==> config.mk <==
export PLATFORM = sky130hd
export DESIGN_NAME = tpas_sequencer
export DESIGN_NICKNAME = d
export VERILOG_FILES = /design/src/include/tpas_pkg.sv /design/src/verilog/tpas_sequencer.sv /design/src/verilog/tpas_skid_buffer.sv
export VERILOG_INCLUDE_DIRS = /design/src /design/src/include
export SDC_FILE = /design/constraint.sdc
export NUM_CORES = 1
export LEC_CHECK = 0
export ABC_AREA = 1
export BUFFER_PORTS_ARGS = -buffer_cell sky130_fd_sc_hd__buf_2
export CAP_MARGIN = 40
export CORE_UTILIZATION = 40
export CTS_CLUSTER_SIZE = 28
export DETAILED_ROUTE_END_ITERATION = 10
export GPL_ROUTABILITY_DRIVEN = 0
export GPL_TIMING_DRIVEN = 0
export PLACE_DENSITY_LB_ADDON = 0.12
export REMOVE_ABC_BUFFERS = 1
export SETUP_SLACK_MARGIN = 0.2
export SYNTH_ARGS = -nofsm -noshare
export SYNTH_HDL_FRONTEND = slang
export SYNTH_SLANG_ARGS = --single-unit
==> constraint.sdc <==
create_clock -name core_clk -period 2.43 [get_ports core_clk]
set_input_delay 0.486 -clock core_clk [delete_from_list [all_inputs] [get_ports core_clk]]
set_output_delay 0.486 -clock core_clk [all_outputs]
set_load 0.005 [all_outputs]
==> src/include/tpas_regs.svh <==
`ifndef TPAS_REGS_SVH
`define TPAS_REGS_SVH

// ------------------------------------------------------------------------
// Timing figures and codes
// ------------------------------------------------------------------------
`define TPAS_CLK_PERIOD_NS   100
`define TPAS_HOLD_SETTLE_NS  1000
`define TPAS_CHAN_SETTLE_NS  500
`define TPAS_DAC_SETTLE_NS   2000
`define TPAS_PASS_BITS       8
`define TPAS_WORD_BITS       16
`define TPAS_OVER_HIGH_CODE  8'hff
`define TPAS_OVER_LOW_CODE   8'h00
`define TPAS_DITHER_SEED     16'hace1
`define TPAS_DITHER_TAPS     16'hb400
`define TPAS_SAMPLE_MAX      16'hffff

`endif

==> src/include/tpas_pkg.sv <==
// ------------------------------------------------------------------------
// Types shared by the sequencer and its output buffer
// ------------------------------------------------------------------------
package tpas_pkg;

  typedef enum logic [1:0] {
    MODE_SINGLE,
    MODE_TWO,
    MODE_FOUR
  } tpas_mode_e;

  typedef enum logic [1:0] {
    SEL_FIRST,
    SEL_SECOND,
    SEL_CLEAR
  } tpas_adcsel_e;

  typedef enum logic [3:0] {
    ST_IDLE,
    ST_HOLD,
    ST_P1_GO,
    ST_P1_WAIT,
    ST_DAC_SET,
    ST_P2_GO,
    ST_P2_WAIT,
    ST_CLR_GO,
    ST_CLR_WAIT,
    ST_STORE,
    ST_CHAN_SET
  } tpas_state_e;

  typedef struct packed {
    logic [15:0] sample;
    logic        overHigh;
    logic        overLow;
    logic [1:0]  chan;
  } tpas_result_s;

endpackage

==> src/verilog/tpas_sequencer.sv <==
`timescale 1ns/10ps
`include "tpas_regs.svh"


module tpas_sequencer #(
  parameter bit FOUR_CHAN_BUILD = 1'b1
) (
  input  wire logic                 core_clk,
  input  wire logic                 srst,
  input  wire logic                 sampleStart,
  input  wire tpas_pkg::tpas_mode_e measMode,
  input  wire logic                 adcDonePin,
  input  wire logic [7:0]           adcDataPin,
  input  wire logic                 streamReady,
  output logic                      holdAll,
  output logic [1:0]                chanSel,
  output tpas_pkg::tpas_adcsel_e    adcInSel,
  output logic                      adcStart,
  output logic [15:0]               dacWord,
  output logic                      seqBusy,
  output logic                      conversion_result_stream,
  output logic                      streamFrame,
  output logic [1:0]                streamChan,
  output logic                      converter_overload_high_flag,
  output logic                      converter_overload_low_flag
);

  // ----------------------------------------------------------------------
  // Timing counts
  // ----------------------------------------------------------------------
  localparam int HOLD_CYC = (`TPAS_HOLD_SETTLE_NS + `TPAS_CLK_PERIOD_NS - 1)
                            / `TPAS_CLK_PERIOD_NS;
  localparam int CHAN_CYC = (`TPAS_CHAN_SETTLE_NS + `TPAS_CLK_PERIOD_NS - 1)
                            / `TPAS_CLK_PERIOD_NS;
  localparam int DAC_CYC  = (`TPAS_DAC_SETTLE_NS + `TPAS_CLK_PERIOD_NS - 1)
                            / `TPAS_CLK_PERIOD_NS;
  localparam int PB       = `TPAS_PASS_BITS;
  localparam int WB       = `TPAS_WORD_BITS;

  tpas_pkg::tpas_state_e  state_reg;
  tpas_pkg::tpas_adcsel_e adcInSel_reg;
  tpas_pkg::tpas_result_s bufIn;
  tpas_pkg::tpas_result_s bufOut;
  logic [7:0]             waitCnt_reg;
  logic [1:0]             chanIdx_reg;
  logic [1:0]             lastChan_reg;
  logic                   holdAll_reg;
  logic                   adcStart_reg;
  logic [PB-1:0]          dataMeta_reg;
  logic [PB-1:0]          dataSync_reg;
  logic                   doneMeta_reg;
  logic                   doneSync_reg;
  logic                   donePrev_reg;
  logic                   doneRise;
  logic [PB-1:0]          firstWord_reg;
  logic [PB-1:0]          secondWord_reg;
  logic                   overHigh_reg;
  logic                   overLow_reg;
  logic [WB-1:0]          dither_reg;
  logic [WB-1:0]          dacWord_reg;
  logic [WB:0]            sum;
  logic [WB-1:0]          sample;
  logic                   bufInReady;
  logic                   bufOutValid;
  logic                   bufOutReady;
  logic [WB-1:0]          shift_reg;
  logic [4:0]             bitCnt_reg;
  logic                   frame_reg;
  logic                   serBit_reg;
  logic [1:0]             serChan_reg;
  logic                   flagHigh_reg;
  logic                   flagLow_reg;

  // ----------------------------------------------------------------------
  // Pin synchronisers
  // ----------------------------------------------------------------------

  // Converter pins pass two flip-flops before any logic reads them.
  always_ff @(posedge core_clk) begin
    if (srst) begin
      doneMeta_reg <= 1'b0;
      doneSync_reg <= 1'b0;
      donePrev_reg <= 1'b0;
      dataMeta_reg <= 8'h00;
      dataSync_reg <= 8'h00;
    end else begin
      doneMeta_reg <= adcDonePin;
      doneSync_reg <= doneMeta_reg;
      donePrev_reg <= doneSync_reg;
      dataMeta_reg <= adcDataPin;
      dataSync_reg <= dataMeta_reg;
    end
  end

  // A conversion is complete on the rising edge of the settled done level.
  assign doneRise = doneSync_reg && !donePrev_reg;

  // ----------------------------------------------------------------------
  // Conversion sequence
  // ----------------------------------------------------------------------

  // Main sequence: hold, three conversions per channel, then store.
  always_ff @(posedge core_clk) begin
    if (srst) begin
      state_reg    <= tpas_pkg::ST_IDLE;
      waitCnt_reg  <= 8'h00;
      adcStart_reg <= 1'b0;
      adcInSel_reg <= tpas_pkg::SEL_CLEAR;
    end else begin
      adcStart_reg <= 1'b0;
      unique case (state_reg)
        tpas_pkg::ST_IDLE: begin
          if (sampleStart) begin
            state_reg   <= tpas_pkg::ST_HOLD;
            waitCnt_reg <= 8'(HOLD_CYC);
          end
        end
        tpas_pkg::ST_HOLD, tpas_pkg::ST_CHAN_SET: begin
          if (waitCnt_reg <= 8'h01) begin
            state_reg <= tpas_pkg::ST_P1_GO;
          end
          waitCnt_reg <= waitCnt_reg - 8'h01;
        end
        tpas_pkg::ST_P1_GO: begin
          adcInSel_reg <= tpas_pkg::SEL_FIRST;
          adcStart_reg <= 1'b1;
          state_reg    <= tpas_pkg::ST_P1_WAIT;
        end
        tpas_pkg::ST_P1_WAIT: begin
          if (doneRise) begin
            state_reg   <= tpas_pkg::ST_DAC_SET;
            waitCnt_reg <= 8'(DAC_CYC);
          end
        end
        tpas_pkg::ST_DAC_SET: begin
          if (waitCnt_reg <= 8'h01) begin
            state_reg <= tpas_pkg::ST_P2_GO;
          end
          waitCnt_reg <= waitCnt_reg - 8'h01;
        end
        tpas_pkg::ST_P2_GO: begin
          adcInSel_reg <= tpas_pkg::SEL_SECOND;
          adcStart_reg <= 1'b1;
          state_reg    <= tpas_pkg::ST_P2_WAIT;
        end
        tpas_pkg::ST_P2_WAIT: begin
          if (doneRise) begin
            state_reg <= tpas_pkg::ST_CLR_GO;
          end
        end
        tpas_pkg::ST_CLR_GO: begin
          adcInSel_reg <= tpas_pkg::SEL_CLEAR;
          adcStart_reg <= 1'b1;
          state_reg    <= tpas_pkg::ST_CLR_WAIT;
        end
        tpas_pkg::ST_CLR_WAIT: begin
          if (doneRise) begin
            state_reg <= tpas_pkg::ST_STORE;
          end
        end
        tpas_pkg::ST_STORE: begin
          if (bufInReady) begin
            if (chanIdx_reg == lastChan_reg) begin
              state_reg <= tpas_pkg::ST_IDLE;
            end else begin
              state_reg   <= tpas_pkg::ST_CHAN_SET;
              waitCnt_reg <= 8'(CHAN_CYC);
            end
          end
        end
        default: begin
          state_reg <= tpas_pkg::ST_IDLE;
        end
      endcase
    end
  end

  // ----------------------------------------------------------------------
  // Channel selection and hold
  // ----------------------------------------------------------------------

  // Mode sets the last channel; channels advance upward from channel 1.
  always_ff @(posedge core_clk) begin
    if (srst) begin
      chanIdx_reg  <= 2'h0;
      lastChan_reg <= 2'h0;
    end else if (state_reg == tpas_pkg::ST_IDLE && sampleStart) begin
      chanIdx_reg <= 2'h0;
      if (measMode == tpas_pkg::MODE_FOUR && FOUR_CHAN_BUILD) begin
        lastChan_reg <= 2'h3;
      end else if (measMode == tpas_pkg::MODE_SINGLE) begin
        lastChan_reg <= 2'h0;
      end else begin
        lastChan_reg <= 2'h1;
      end
    end else if (state_reg == tpas_pkg::ST_STORE && bufInReady
                 && chanIdx_reg != lastChan_reg) begin
      chanIdx_reg <= chanIdx_reg + 2'h1;
    end
  end

  // All channels are held together until the last one is stored.
  always_ff @(posedge core_clk) begin
    if (srst) begin
      holdAll_reg <= 1'b0;
    end else if (state_reg == tpas_pkg::ST_IDLE) begin
      holdAll_reg <= sampleStart;
    end else if (state_reg == tpas_pkg::ST_STORE && bufInReady
                 && chanIdx_reg == lastChan_reg) begin
      holdAll_reg <= 1'b0;
    end
  end

  // ----------------------------------------------------------------------
  // Pass words, dither and overload
  // ----------------------------------------------------------------------

  // Dither source, advanced once per channel conversion.
  always_ff @(posedge core_clk) begin
    if (srst) begin
      dither_reg <= `TPAS_DITHER_SEED;
    end else if (state_reg == tpas_pkg::ST_P1_GO) begin
      dither_reg <= {dither_reg[WB-2:0], ^(dither_reg & `TPAS_DITHER_TAPS)};
    end
  end

  // First word, overload flags and the dithered DAC word.
  always_ff @(posedge core_clk) begin
    if (srst) begin
      firstWord_reg <= 8'h00;
      overHigh_reg  <= 1'b0;
      overLow_reg   <= 1'b0;
      dacWord_reg   <= 16'h0000;
    end else if (state_reg == tpas_pkg::ST_P1_WAIT && doneRise) begin
      firstWord_reg <= dataSync_reg;
      overHigh_reg  <= (dataSync_reg == `TPAS_OVER_HIGH_CODE);
      overLow_reg   <= (dataSync_reg == `TPAS_OVER_LOW_CODE);
    end else if (state_reg == tpas_pkg::ST_DAC_SET && waitCnt_reg == 8'(DAC_CYC)) begin
      dacWord_reg <= {firstWord_reg, dither_reg[PB-1:0]};
    end
  end

  // Second-pass word from the residue conversion.
  always_ff @(posedge core_clk) begin
    if (srst) begin
      secondWord_reg <= 8'h00;
    end else if (state_reg == tpas_pkg::ST_P2_WAIT && doneRise) begin
      secondWord_reg <= dataSync_reg;
    end
  end

  // Second word added to the dithered first word, clamped at full scale.
  assign sum    = {1'b0, dacWord_reg} + {9'h000, secondWord_reg};
  assign sample = sum[WB] ? `TPAS_SAMPLE_MAX : sum[WB-1:0];

  assign bufIn.sample   = sample;
  assign bufIn.overHigh = overHigh_reg;
  assign bufIn.overLow  = overLow_reg;
  assign bufIn.chan     = chanIdx_reg;

  // ----------------------------------------------------------------------
  // Output buffer and serialiser
  // ----------------------------------------------------------------------

  tpas_skid_buffer u_buffer (
    .core_clk (core_clk),
    .srst     (srst),
    .inData   (bufIn),
    .inValid  (state_reg == tpas_pkg::ST_STORE),
    .inReady  (bufInReady),
    .outData  (bufOut),
    .outValid (bufOutValid),
    .outReady (bufOutReady)
  );

  // A new word is taken only when idle and the receiver is ready.
  assign bufOutReady = !frame_reg && streamReady;

  // Shift each result out MSB first, flags held for the whole frame.
  always_ff @(posedge core_clk) begin
    if (srst) begin
      shift_reg    <= 16'h0000;
      bitCnt_reg   <= 5'h00;
      frame_reg    <= 1'b0;
      serBit_reg   <= 1'b0;
      serChan_reg  <= 2'h0;
      flagHigh_reg <= 1'b0;
      flagLow_reg  <= 1'b0;
    end else if (bufOutValid && bufOutReady) begin
      frame_reg    <= 1'b1;
      serBit_reg   <= bufOut.sample[WB-1];
      shift_reg    <= {bufOut.sample[WB-2:0], 1'b0};
      bitCnt_reg   <= 5'(WB - 1);
      serChan_reg  <= bufOut.chan;
      flagHigh_reg <= bufOut.overHigh;
      flagLow_reg  <= bufOut.overLow;
    end else if (frame_reg) begin
      if (bitCnt_reg == 5'h00) begin
        frame_reg  <= 1'b0;
        serBit_reg <= 1'b0;
      end else begin
        serBit_reg <= shift_reg[WB-1];
        shift_reg  <= {shift_reg[WB-2:0], 1'b0};
        bitCnt_reg <= bitCnt_reg - 5'h01;
      end
    end
  end

  // ----------------------------------------------------------------------
  // Registered outputs
  // ----------------------------------------------------------------------

  // Busy mirrors the hold period so the next start is timed correctly.
  assign holdAll                      = holdAll_reg;
  assign chanSel                      = chanIdx_reg;
  assign adcInSel                     = adcInSel_reg;
  assign adcStart                     = adcStart_reg;
  assign dacWord                      = dacWord_reg;
  assign seqBusy                      = holdAll_reg;
  assign conversion_result_stream     = serBit_reg;
  assign streamFrame                  = frame_reg;
  assign streamChan                   = serChan_reg;
  assign converter_overload_high_flag = flagHigh_reg;
  assign converter_overload_low_flag  = flagLow_reg;

endmodule

==> src/verilog/tpas_skid_buffer.sv <==
`timescale 1ns/10ps

// ------------------------------------------------------------------------
// Two-entry buffer with valid and ready on both sides
// ------------------------------------------------------------------------
module tpas_skid_buffer (
  input  wire logic                 core_clk,
  input  wire logic                 srst,
  input  wire tpas_pkg::tpas_result_s inData,
  input  wire logic                 inValid,
  output logic                      inReady,
  output tpas_pkg::tpas_result_s    outData,
  output logic                      outValid,
  input  wire logic                 outReady
);

  tpas_pkg::tpas_result_s entry_reg [2];
  logic                   rdPtr_reg;
  logic                   wrPtr_reg;
  logic [1:0]             count_reg;
  logic                   push;
  logic                   pop;

  // Ready and valid are honest views of the fill level.
  assign inReady  = (count_reg != 2'h2);
  assign outValid = (count_reg != 2'h0);
  assign outData  = entry_reg[rdPtr_reg];
  assign push     = inValid && inReady;
  assign pop      = outValid && outReady;

  // Storage is written only on an accepted word.
  always_ff @(posedge core_clk) begin
    if (push) begin
      entry_reg[wrPtr_reg] <= inData;
    end
  end

  // Pointers and fill level.
  always_ff @(posedge core_clk) begin
    if (srst) begin
      rdPtr_reg <= 1'b0;
      wrPtr_reg <= 1'b0;
      count_reg <= 2'h0;
    end else begin
      if (push) begin
        wrPtr_reg <= ~wrPtr_reg;
      end
      if (pop) begin
        rdPtr_reg <= ~rdPtr_reg;
      end
      if (push && !pop) begin
        count_reg <= count_reg + 2'h1;
      end else if (pop && !push) begin
        count_reg <= count_reg - 2'h1;
      end
    end
  end

endmodule
==> flow_metrics.tcl, run 1 <==
set metrics [dict create \
    clock-sinks 160 \
    dieWidth_um 135.2 \
    cp-start-kind "register" \
    fin_nets 937 \
    leakage_nw 3.653 \
    setup_viol 0 \
    core-area_mm2 0.01730 \
    initial_utilization_pct 41.02 \
    antenna_found_initial 0 \
    busiest_layer "met2" \
    post_drt_wl_per_cell_um 12.93 \
    cts_inserted_buffers 17 \
    grt_max_degree 50 \
    grt_use_total_pct 17.67 \
    insertion_delay_ns 0.42 \
    ys_seq_area_share_pct 50.79 \
    p_per_area_mw_per_mm2 984.6 \
    yosys_warnings 0 \
    drv_cap 0 \
    hold_path.class "primary input to register" \
    port_buffers 43 \
    period_needed_ns 2.164 \
    regArea_mm2 0.003603 \
    antenna_left 0 \
    synth_edf_count 40 \
    io_pins 44 \
    ys_ff_latch 160 \
    fmaxAchievable_mhz 462.1 \
    path_max_fanout 12 \
    gr-total-overflow 0 \
    route.detailed.drc 0 \
    finClkSkew_ns 0.01076 \
    vias 5447 \
    first_pass_iters 4 \
    areaGrowthSynthToFinish_pct 14.66 \
    tritoncts "built" \
    rsz0062_at_grt "yes" \
    grt_util_met3_pct 4.265 \
    drv_slew 0 \
    grt_pass1_wl_um 25210 \
    clk_pin_slew_worst_paths_ns 0.07 \
    drive_gt1_share_pct 15.76 \
    cts_resized 3 \
    vdd_drop_max_mv 0.5873 \
    synth_most_common_cell "nand2_1" \
    hold_path_depth 3 \
    drtIter0Drc 280 \
    finalCoreUtilization_pct 47.03 \
    wl_um 14810 \
    timing.final.crit_share_pct 89.05 \
    status "finished, final reports clean" \
    cts-root-buf "clkbuf_16" \
    cts_hold_buf 0 \
    synth_cell_type_count 41 \
    largest_register_ffs 40 \
    tightest_slew_ns 0.7022 \
    synth_top_area_cell "dfxtp_1" \
    crit_required_ns 2.56 \
    multiInputGateArea_mm2 0.002960 \
    grt_pass1_vias 5104 \
    met2_usage_pct 27.29 \
    met1_usage_pct 24.08 \
    cts_setup_buffers 0 \
    synth_ff_type "dfxtp_1" \
    crit_arrival_ns 2.29 \
    htreeDepth 4 \
    hold_viol 0 \
    syn_area_mm2 0.007094 \
    nFillCells 1769 \
    power_mw 8.009 \
    slew_headroom_pct 53.14 \
    synthArstFlopShare_pct 0 \
    viasPerCell 4.757 \
    antenna_cells 0 \
    post_synth_inst_count 872 \
    die_h_um 135.2 \
    reg2reg_depth 8 \
    ys_top_cells_by_area "dfxtp_1, edfxtp_1, nand2_1, nor2_1, inv_1" \
    place_hpwl_um 10270 \
    endpoint_kind "register" \
    synth_top_area_share_pct 33.86 \
    synth_commonest_cells "nand2_1, dfxtp_1, nor2_1" \
    clockBufferDepth 2 \
    syn_area_per_cell_um2 8.136 \
    fp-row-count 48 \
    die-area_mm2 0.01827 \
    critPathKind "register to register" \
]
==> where the power goes <==
group,internal (mW),switching (mW)
sequential,3.06,0.239
clock,1.53,1.08
combinational,0.778,1.33
==> layout by cell type (no fill, tap or decap), types with 5 or more instances in the layout <==
cell type,netlist,final
nand2_2,12,13
a211oi_1,5,5
clkinv_4,0,6
clkbuf_16,0,18
inv_2,9,10
nand4_1,5,5
mux2_2,15,15
inv_1,93,92
nor3_1,9,9
nand3_1,53,52
dfxtp_1,120,120
a21oi_1,50,50
nor2_1,107,105
o31ai_1,12,12
o21ai_0,49,49
xor2_1,7,7
nor2_4,5,5
nand2_1,198,197
ha_1,13,13
edfxtp_1,40,40
buf_2,11,43
nor2_2,7,9
==> path summary, 6_finish.rpt <==
check | from | to | slack, ns
worst min-delay path | adcDonePin | doneMeta_reg$_SDFF_PP0_ | 0.26
worst min register to register | dataMeta_reg[2]$_SDFF_PP0_ | dataSync_reg[2]$_SDFF_PP0_ | 0.40
worst max register to register | dacWord[0]$_SDFFE_PP0P_ | u_buffer.entry_reg[0][17]$_DFFE_PP_ | 0.27
worst max-delay path | dacWord[0]$_SDFFE_PP0P_ | u_buffer.entry_reg[0][17]$_DFFE_PP_ | 0.27
==> stage by stage <==
stage / cell area, µm² / worst slack, ns / setup TNS, ns / hold WS, ns / std cells
final: 8134 / 0.2661 / 0 / 0.2600 / 1145
after global routing: 8134 / 0.1250 / 0 / 0.2494 / 1145
after CTS: 8134 / 0.3000 / 0 / 0.2374 / 1145
after detailed placement: 7541 / -0.3729 / -7.115 / 0.3985 / 1114
after global placement: 7438 / -1.386 / -83.62 / 0.3948 / 1109
after floorplan: 6942 / 0.2390 / 0 / 0.3883 / 841
==> logic make-up after synthesis <==
| group | Yosys count | share of synthesized area (%) |
|---|---|---|
| and+or+nand+nor | 406 | 24.69 |
| xor gates and xnor gates | 11 | 1.358 |
| adders and majority gates | 14 | 2.575 |
| AOI/OAI and AO/OA | 131 | 10.55 |
| DFF | 160 | 50.79 |
| muxes | 15 | 2.381 |
| buffers and inverters | 135 | 7.654 |
==> per-layer routing <==
metal | part of all wire, % | vias to the layer above
met3 | 2.4 | 21
li1 | - | 2905
met5 | 0 | -
met2 | 44 | 70
met4 | 1.7 | 0
met1 | 52 | 2451
==> final cells by class <==
| type | instances | area share [%] |
|---|---|---|
| Inverter | 104 | 4.815 |
| Clock inverter | 11 | 1.307 |
| Timing Repair Buffer | 48 | 3.846 |
| Sequential cell | 160 | 44.30 |
| Clock buffer | 20 | 5.876 |
| Multi-Input combinational cell | 577 | 36.39 |
| Tap cell | 225 | 3.461 |
==> worst max-delay path: stages (launching register included) <==
cell     delay (ns)
dfxtp_1        0.35
ha_1           0.24
fa_1           0.40
nand3_1        0.10
nand2_1        0.13
nand2_1        0.11
nand2_1        0.11
nand3_2        0.23
nand3_1        0.19
(Power assumes the default switching activity.)
==> inputs of run 2 (changes only) <==
--- a/config.mk
+++ b/config.mk
@@ -9,7 +9,7 @@
 export ABC_AREA = 1
 export BUFFER_PORTS_ARGS = -buffer_cell sky130_fd_sc_hd__buf_2
 export CAP_MARGIN = 40
-export CORE_UTILIZATION = 40
+export CORE_UTILIZATION = 38
 export CTS_CLUSTER_SIZE = 28
 export DETAILED_ROUTE_END_ITERATION = 10
 export GPL_ROUTABILITY_DRIVEN = 0
@@ -17,6 +17,7 @@
 export PLACE_DENSITY_LB_ADDON = 0.12
 export REMOVE_ABC_BUFFERS = 1
 export SETUP_SLACK_MARGIN = 0.2
+export SKIP_LAST_GASP = 1
 export SYNTH_ARGS = -nofsm -noshare
 export SYNTH_HDL_FRONTEND = slang
 export SYNTH_SLANG_ARGS = --single-unit
==> run 2 against run 1 <==
Effect of this change:
- the flow now finishes with violations (DRC)
- cell area about the same
- largest cell class unchanged
- core utilization decreased by 2.2 points
- cell count increased by 0.44%
- clock power decreased by 3%
- sequential share of layout area about the same
- total power decreased by 0.88%
- critical path type unchanged
==> flow_metrics.tcl, run 2 (synthesized netlist as in run 1, its figures left out) <==
set metrics [dict create \
    status "finished with violations" \
    violations "DRC" \
    gr-total-overflow 0 \
    drv_cap 0 \
    hold_viol 0 \
    drtIter0Drc 314 \
    final_cell_count_no_fill 1150 \
    clk_pin_slew_worst_paths_ns 0.07 \
    p_seq_share_pct 41.4 \
    setup_viol 0 \
    grt_max_degree 41 \
    initial_utilization_pct 39.09 \
    post_drt_wl_per_cell_um 13.11 \
    hold_path.class "primary input to register" \
    crit_arrival_ns 2.28 \
    drive_gt1_share_pct 15.85 \
    crit_required_ns 2.58 \
    insertion_delay_ns 0.43 \
    place_hpwl_um 10250 \
    slew_headroom_pct 56.51 \
    die-area_mm2 0.01922 \
    cellInternalPower_mw 5.264 \
    vias 5445 \
    cts_setup_buffers 0 \
    fin_area_mm2 0.008132 \
    dieWidth_um 138.6 \
    clockBufferDepth 2 \
    drv_slew 0 \
    power_mw 7.938 \
    antenna_left 0 \
    cts_hold_buf 0 \
    vdd_drop_max_mv 0.4779 \
    finClkSkew_ns 0.01417 \
    p_clk_share_pct 31.7 \
    placed_area_mm2 0.007546 \
    dp_slack_ns -0.5015 \
    grt_pass1_vias 5034 \
    leakage_nw 3.629 \
    endpoint_kind "register" \
    finalCoreUtilization_pct 44.81 \
    layout_common_cells "nand2_1, dfxtp_1, nor2_1, inv_1, nand3_1" \
    first_pass_iters 8 \
    critPathKind "register to register" \
    fp-row-count 49 \
    setup_ws_ns 0.2989 \
    grt_use_total_pct 16.40 \
    cp-start-kind "register" \
    hold_ws_ns 0.2601 \
    placed_cells 1118 \
    period_needed_ns 2.131 \
    path_max_fanout 4 \
    areaGrowthSynthToFinish_pct 14.62 \
    viasPerCell 4.735 \
    wl_um 15070 \
    grt_pass1_wl_um 25160 \
    cts-root-buf "clkbuf_16" \
    fmaxAchievable_mhz 469.2 \
    largest_register_ffs 40 \
    switching_power_mw 2.674 \
    fin_nets 937 \
    clock-sinks 160 \
    combPwrFrac_pct 26.9 \
    cts_inserted_buffers 17 \
    antenna_cells 0 \
    port_buffers 43 \
    tritoncts "built" \
    core-area_mm2 0.01815 \
    htreeDepth 4 \
    mostFrequentLayoutCell "nand2_1" \
    io_pins 44 \
    timing.final.crit_share_pct 87.70 \
    antenna_found_initial 0 \
    tightest_slew_ns 0.6517 \
    rsz0062_at_grt "yes" \
    p_sw_share_pct 33.68 \
    setup-tns-final_ns 0 \
    route.detailed.drc 1 \
    die_h_um 138.6 \
    p_per_area_mw_per_mm2 976.2 \
]
run 2: worst paths after layout:
kind	from	to	slack (ns)	cells after the start
setup / recovery	dacWord[0]$_SDFFE_PP0P_	u_buffer.entry_reg[1][18]$_DFFE_PP_	0.30	10
setup reg to reg	dacWord[0]$_SDFFE_PP0P_	u_buffer.entry_reg[1][18]$_DFFE_PP_	0.30	10
hold reg to reg	doneMeta_reg$_SDFF_PP0_	doneSync_reg$_SDFF_PP0_	0.40	2
hold / removal	adcDonePin	doneMeta_reg$_SDFF_PP0_	0.26	3
run 2: repair_timing:
| item | 4_1_cts | 5_1_grt |
|---|---|---|
| hold endpoints to repair | 0 | 0 |
| endpoints found under the setup margin | 46 | 17 |
| gates resized for setup | 3 | 3 |
run 2: power by group through the flow:
stage                     combinational, mW  sequential (mW)  clock (mW)
after detailed placement               2.14             3.34           0
after global placement                 2.05             3.38           0
after CTS                              2.16             3.29        2.58
after global routing                   2.44             3.34        2.68
after floorplan                        1.60             3.32           0
final                                  2.14             3.29        2.51
run 2: layout make-up:
cell class              count  area, µm²
clock buffers              21      481.7
clock inverters            11      78.83
fillers                  1835      10020
inverters                 104      395.4
multi-input cells         577       2973
flip-flops and latches    160       3603
well taps                 229      286.5
repair buffers             48      312.8
run 2: metal layers:
metal,up-vias,track usage [%],share of wire (%)
li1,2897,-,-
met1,2453,22.32,51
met2,81,26.16,45
met3,14,3.246,2.8
met4,0,5.380,1.2
met5,-,0,0
run 2: critical path, cell delays in order (launching register included):
cell and delay, ns:
dfxtp_1 0.36, ha_1 0.24, fa_1 0.41, nand3_1 0.10, nand2_1 0.13, nand2_1 0.11
nand2_1 0.12, nand2_1 0.14, nor2_1 0.07, o21ai_0 0.06, o21ai_0 0.12
==> inputs of run 3 (changes only) <==
--- a/config.mk
+++ b/config.mk
@@ -6,7 +6,6 @@
 export SDC_FILE = /design/constraint.sdc
 export NUM_CORES = 1
 export LEC_CHECK = 0
-export ABC_AREA = 1
 export BUFFER_PORTS_ARGS = -buffer_cell sky130_fd_sc_hd__buf_2
 export CAP_MARGIN = 40
 export CORE_UTILIZATION = 38
==> run 3 against run 2 <==
Effect of this change:
- the flow now finishes without violations
- total power up 2.9%
- wire length down 3.7%
- highest routed layer unchanged
- global-route usage down 0.085 points
- first-iteration DRC count down 0.96%
- sequential cell count unchanged
- critical path type unchanged
- worst setup slack worse by 0.11 ns
- non-clock buffer count up 16
- core utilization up 1.0 points
- sequential share of layout area down 0.13 points
- worst hold slack better by 0.013 ns
- critical endpoint is now u_buffer.entry_reg[0][17]$_DFFE_PP_
==> flow_metrics.tcl, run 3 <==
set metrics [dict create \
    synth_cell_type_count 62 \
    mostFrequentLayoutCell "dfxtp_1" \
    slowest_delay_ns 0.37 \
    power_mw 8.169 \
    drv_slew 0 \
    insertion_delay_ns 0.42 \
    ys_top_cells_by_area "dfxtp_1, edfxtp_1, nand2_1, a21oi_1, a211oi_1" \
    port_buffers 43 \
    initial_utilization_pct 38.77 \
    post_synth_inst_count 717 \
    yosys_warnings 0 \
    die_h_um 137.1 \
    timing.final.crit_share_pct 92.02 \
    endpoint_kind "register" \
    largest_register_ffs 40 \
    synth_edf_count 40 \
    clockBufferDepth 2 \
    grt_pass1_wl_um 23880 \
    switching_power_mw 2.602 \
    reg2reg_depth 8 \
    syn_area_mm2 0.006940 \
    tritoncts "built" \
    synthArstFlopShare_pct 0 \
    path_max_fanout 3 \
    crit_arrival_ns 2.40 \
    antenna_cells 0 \
    grt_max_degree 84 \
    io_pins 44 \
    finalCoreUtilization_pct 45.81 \
    grt_use_total_pct 16.32 \
    leakage_nw 3.208 \
    setup_viol 0 \
    die-area_mm2 0.01881 \
    wl_um 14510 \
    path_cells "ha_4, fa_2, a211oi_4, nor3_4, o211ai_1, buf_4, nand2_1, mux2_4" \
    p_seq_share_pct 42.8 \
    hp-start "adcDataPin[2]" \
    gr-total-overflow 0 \
    regToRegStartpoint "dacWord[0]$_SDFFE_PP0P_" \
    placed_area_mm2 0.007407 \
    setup-tns-final_ns 0 \
    layout_common_cells "dfxtp_1, nand2_1, a21oi_1, nor2_1, buf_2" \
    hold_viol 0 \
    synth_top_area_share_pct 34.61 \
    p_per_area_mw_per_mm2 996.0 \
    grt_pass1_vias 4749 \
    htreeDepth 4 \
    clk_pin_slew_worst_paths_ns 0.06 \
    reg2reg_slack_ns 0.19 \
    hold_path_depth 2 \
    regArea_mm2 0.003623 \
    status "finished, final reports clean" \
    critPathKind "register to register" \
    path_delay_family "compound AO/OA/AOI/OAI gates" \
    p_sw_share_pct 31.86 \
    antenna_left 0 \
    drv_cap 0 \
    areaGrowthSynthToFinish_pct 18.17 \
    place_hpwl_um 9924 \
    vdd_drop_max_mv 0.5274 \
    post_drt_wl_per_cell_um 14.51 \
    slew_headroom_pct 48.62 \
    period_needed_ns 2.236 \
    fin_area_mm2 0.008202 \
    dieWidth_um 137.1 \
    multiInputGateArea_mm2 0.003204 \
    drtIter0Drc 311 \
    combPwrFrac_pct 25.1 \
    fin_nets 787 \
    ys_ff_latch 160 \
    worstHoldEndpoint "dataMeta_reg[2]$_SDFF_PP0_" \
    cellInternalPower_mw 5.566 \
    hold_path.class "primary input to register" \
    fp-row-count 49 \
    viasPerCell 5.084 \
    cts-root-buf "clkbuf_16" \
    drive_gt1_share_pct 17.12 \
    first_pass_iters 4 \
    rsz0062_at_grt "yes" \
    cp-start-kind "register" \
    core-area_mm2 0.01790 \
    nFillCells 1772 \
    p_clk_share_pct 32.2 \
    synth_ff_type "dfxtp_1" \
    synth_top_area_cell "dfxtp_1" \
    tightest_slew_ns 0.7686 \
    fmaxAchievable_mhz 447.2 \
    crit_buf_inv 1 \
    crit_slowest_cell "fa_2" \
    cts_inserted_buffers 17 \
    reg2reg_to "u_buffer.entry_reg[0][17]$_DFFE_PP_" \
    finClkSkew_ns 0.007330 \
    crit_required_ns 2.59 \
    syn_area_per_cell_um2 9.680 \
    vias 5084 \
    synth_commonest_cells "dfxtp_1, nand2_1, a21oi_1" \
    route.detailed.drc 0 \
    clock-sinks 160 \
    ys_seq_area_share_pct 51.92 \
    synth_most_common_cell "dfxtp_1" \
    antenna_found_initial 0 \
]
run 3: changes by cell type after synthesis, moves of 28 or more:
cell | previous run | this run
o21ai_0 | 49 | 15
nor2b_1 | 0 | 39
inv_1 | 93 | 15
a211oi_1 | 5 | 38
nor2_1 | 107 | 48
nand2_1 | 198 | 102
mux2i_1 | 0 | 28
run 3: worst max-delay path by stage:
stage | start | endpoint | slack, ns | cells after the start
3_3_place_gp | u_buffer.count_reg[0]$_SDFFE_PP0P_ | u_buffer.count_reg[1]$_SDFFE_PP0P_ | -1.71 | 4
3_5_place_dp | dacWord[0]$_SDFFE_PP0P_ | u_buffer.entry_reg[1][17]$_DFFE_PP_ | -0.44 | 7
4_1_cts | dacWord[0]$_SDFFE_PP0P_ | u_buffer.entry_reg[0][15]$_DFFE_PP_ | 0.19 | 7
2_1_floorplan | u_buffer.count_reg[0]$_SDFFE_PP0P_ | u_buffer.count_reg[1]$_SDFFE_PP0P_ | -0.76 | 4
5_1_grt | dacWord[0]$_SDFFE_PP0P_ | u_buffer.entry_reg[0][17]$_DFFE_PP_ | 0.1 | 8
6_report | dacWord[0]$_SDFFE_PP0P_ | u_buffer.entry_reg[0][17]$_DFFE_PP_ | 0.19 | 8
run 3: per-stage QoR:
stage / std cells / hold WS [ns] / setup slack [ns]
finish: 1000 / 0.2726 / 0.1938
floorplan: 675 / 0.4138 / -0.7574
global placement: 947 / 0.4286 / -1.715
global route: 1000 / 0.2688 / 0.09663
detailed placement: 958 / 0.4247 / -0.4378
CTS: 994 / 0.2552 / 0.1924
run 3: kinds of logic (layout without fill, tap and decap cells):
kind of cell	count (synthesis)	in the layout	share of synthesized area (%)
XOR/XNOR	20	20	2.524
buffers and inverters	58	112	3.624
multiplexers	34	34	5.012
AO/OA/AOI/OAI	166	166	15.68
AND/OR/NAND/NOR	265	265	18.60
adder cells (fa/ha/maj)	14	14	2.632
flip-flops	160	160	51.92
run 3: area by class of cell:
type	count	area share, %
clock buffers	20	5.965
repair buffers	64	5.309
well taps	229	3.494
inverters	16	0.7323
flip-flops and latches	160	44.18
clock inverters	12	1.251
multi-input cells	499	39.07
run 3: layer usage:
metal | track usage [%] | wire (µm)
met3 | 3.630 | 425
met4 | 6.044 | 211
met5 | 0 | 0
met2 | 25.51 | 6724
met1 | 21.94 | 7144
run 3: what timing repair did:
action / CTS / global route
setup buffers: 4 / 6
pin swaps: 4 / 7
setup endpoints to repair: 64 / 53
hold buffers: 0 / 0
gates resized for setup: 14 / 22
hold endpoints to repair: 0 / 0
run 3: power groups by stage:
stage	Clock, mW	Sequential [mW]	Combinational, mW
floorplan	0	3.47	1.44
global placement	0	3.56	1.82
detailed placement	0	3.53	2.00
CTS	2.70	3.48	2.02
global route	2.81	3.55	2.32
finish	2.63	3.49	2.05
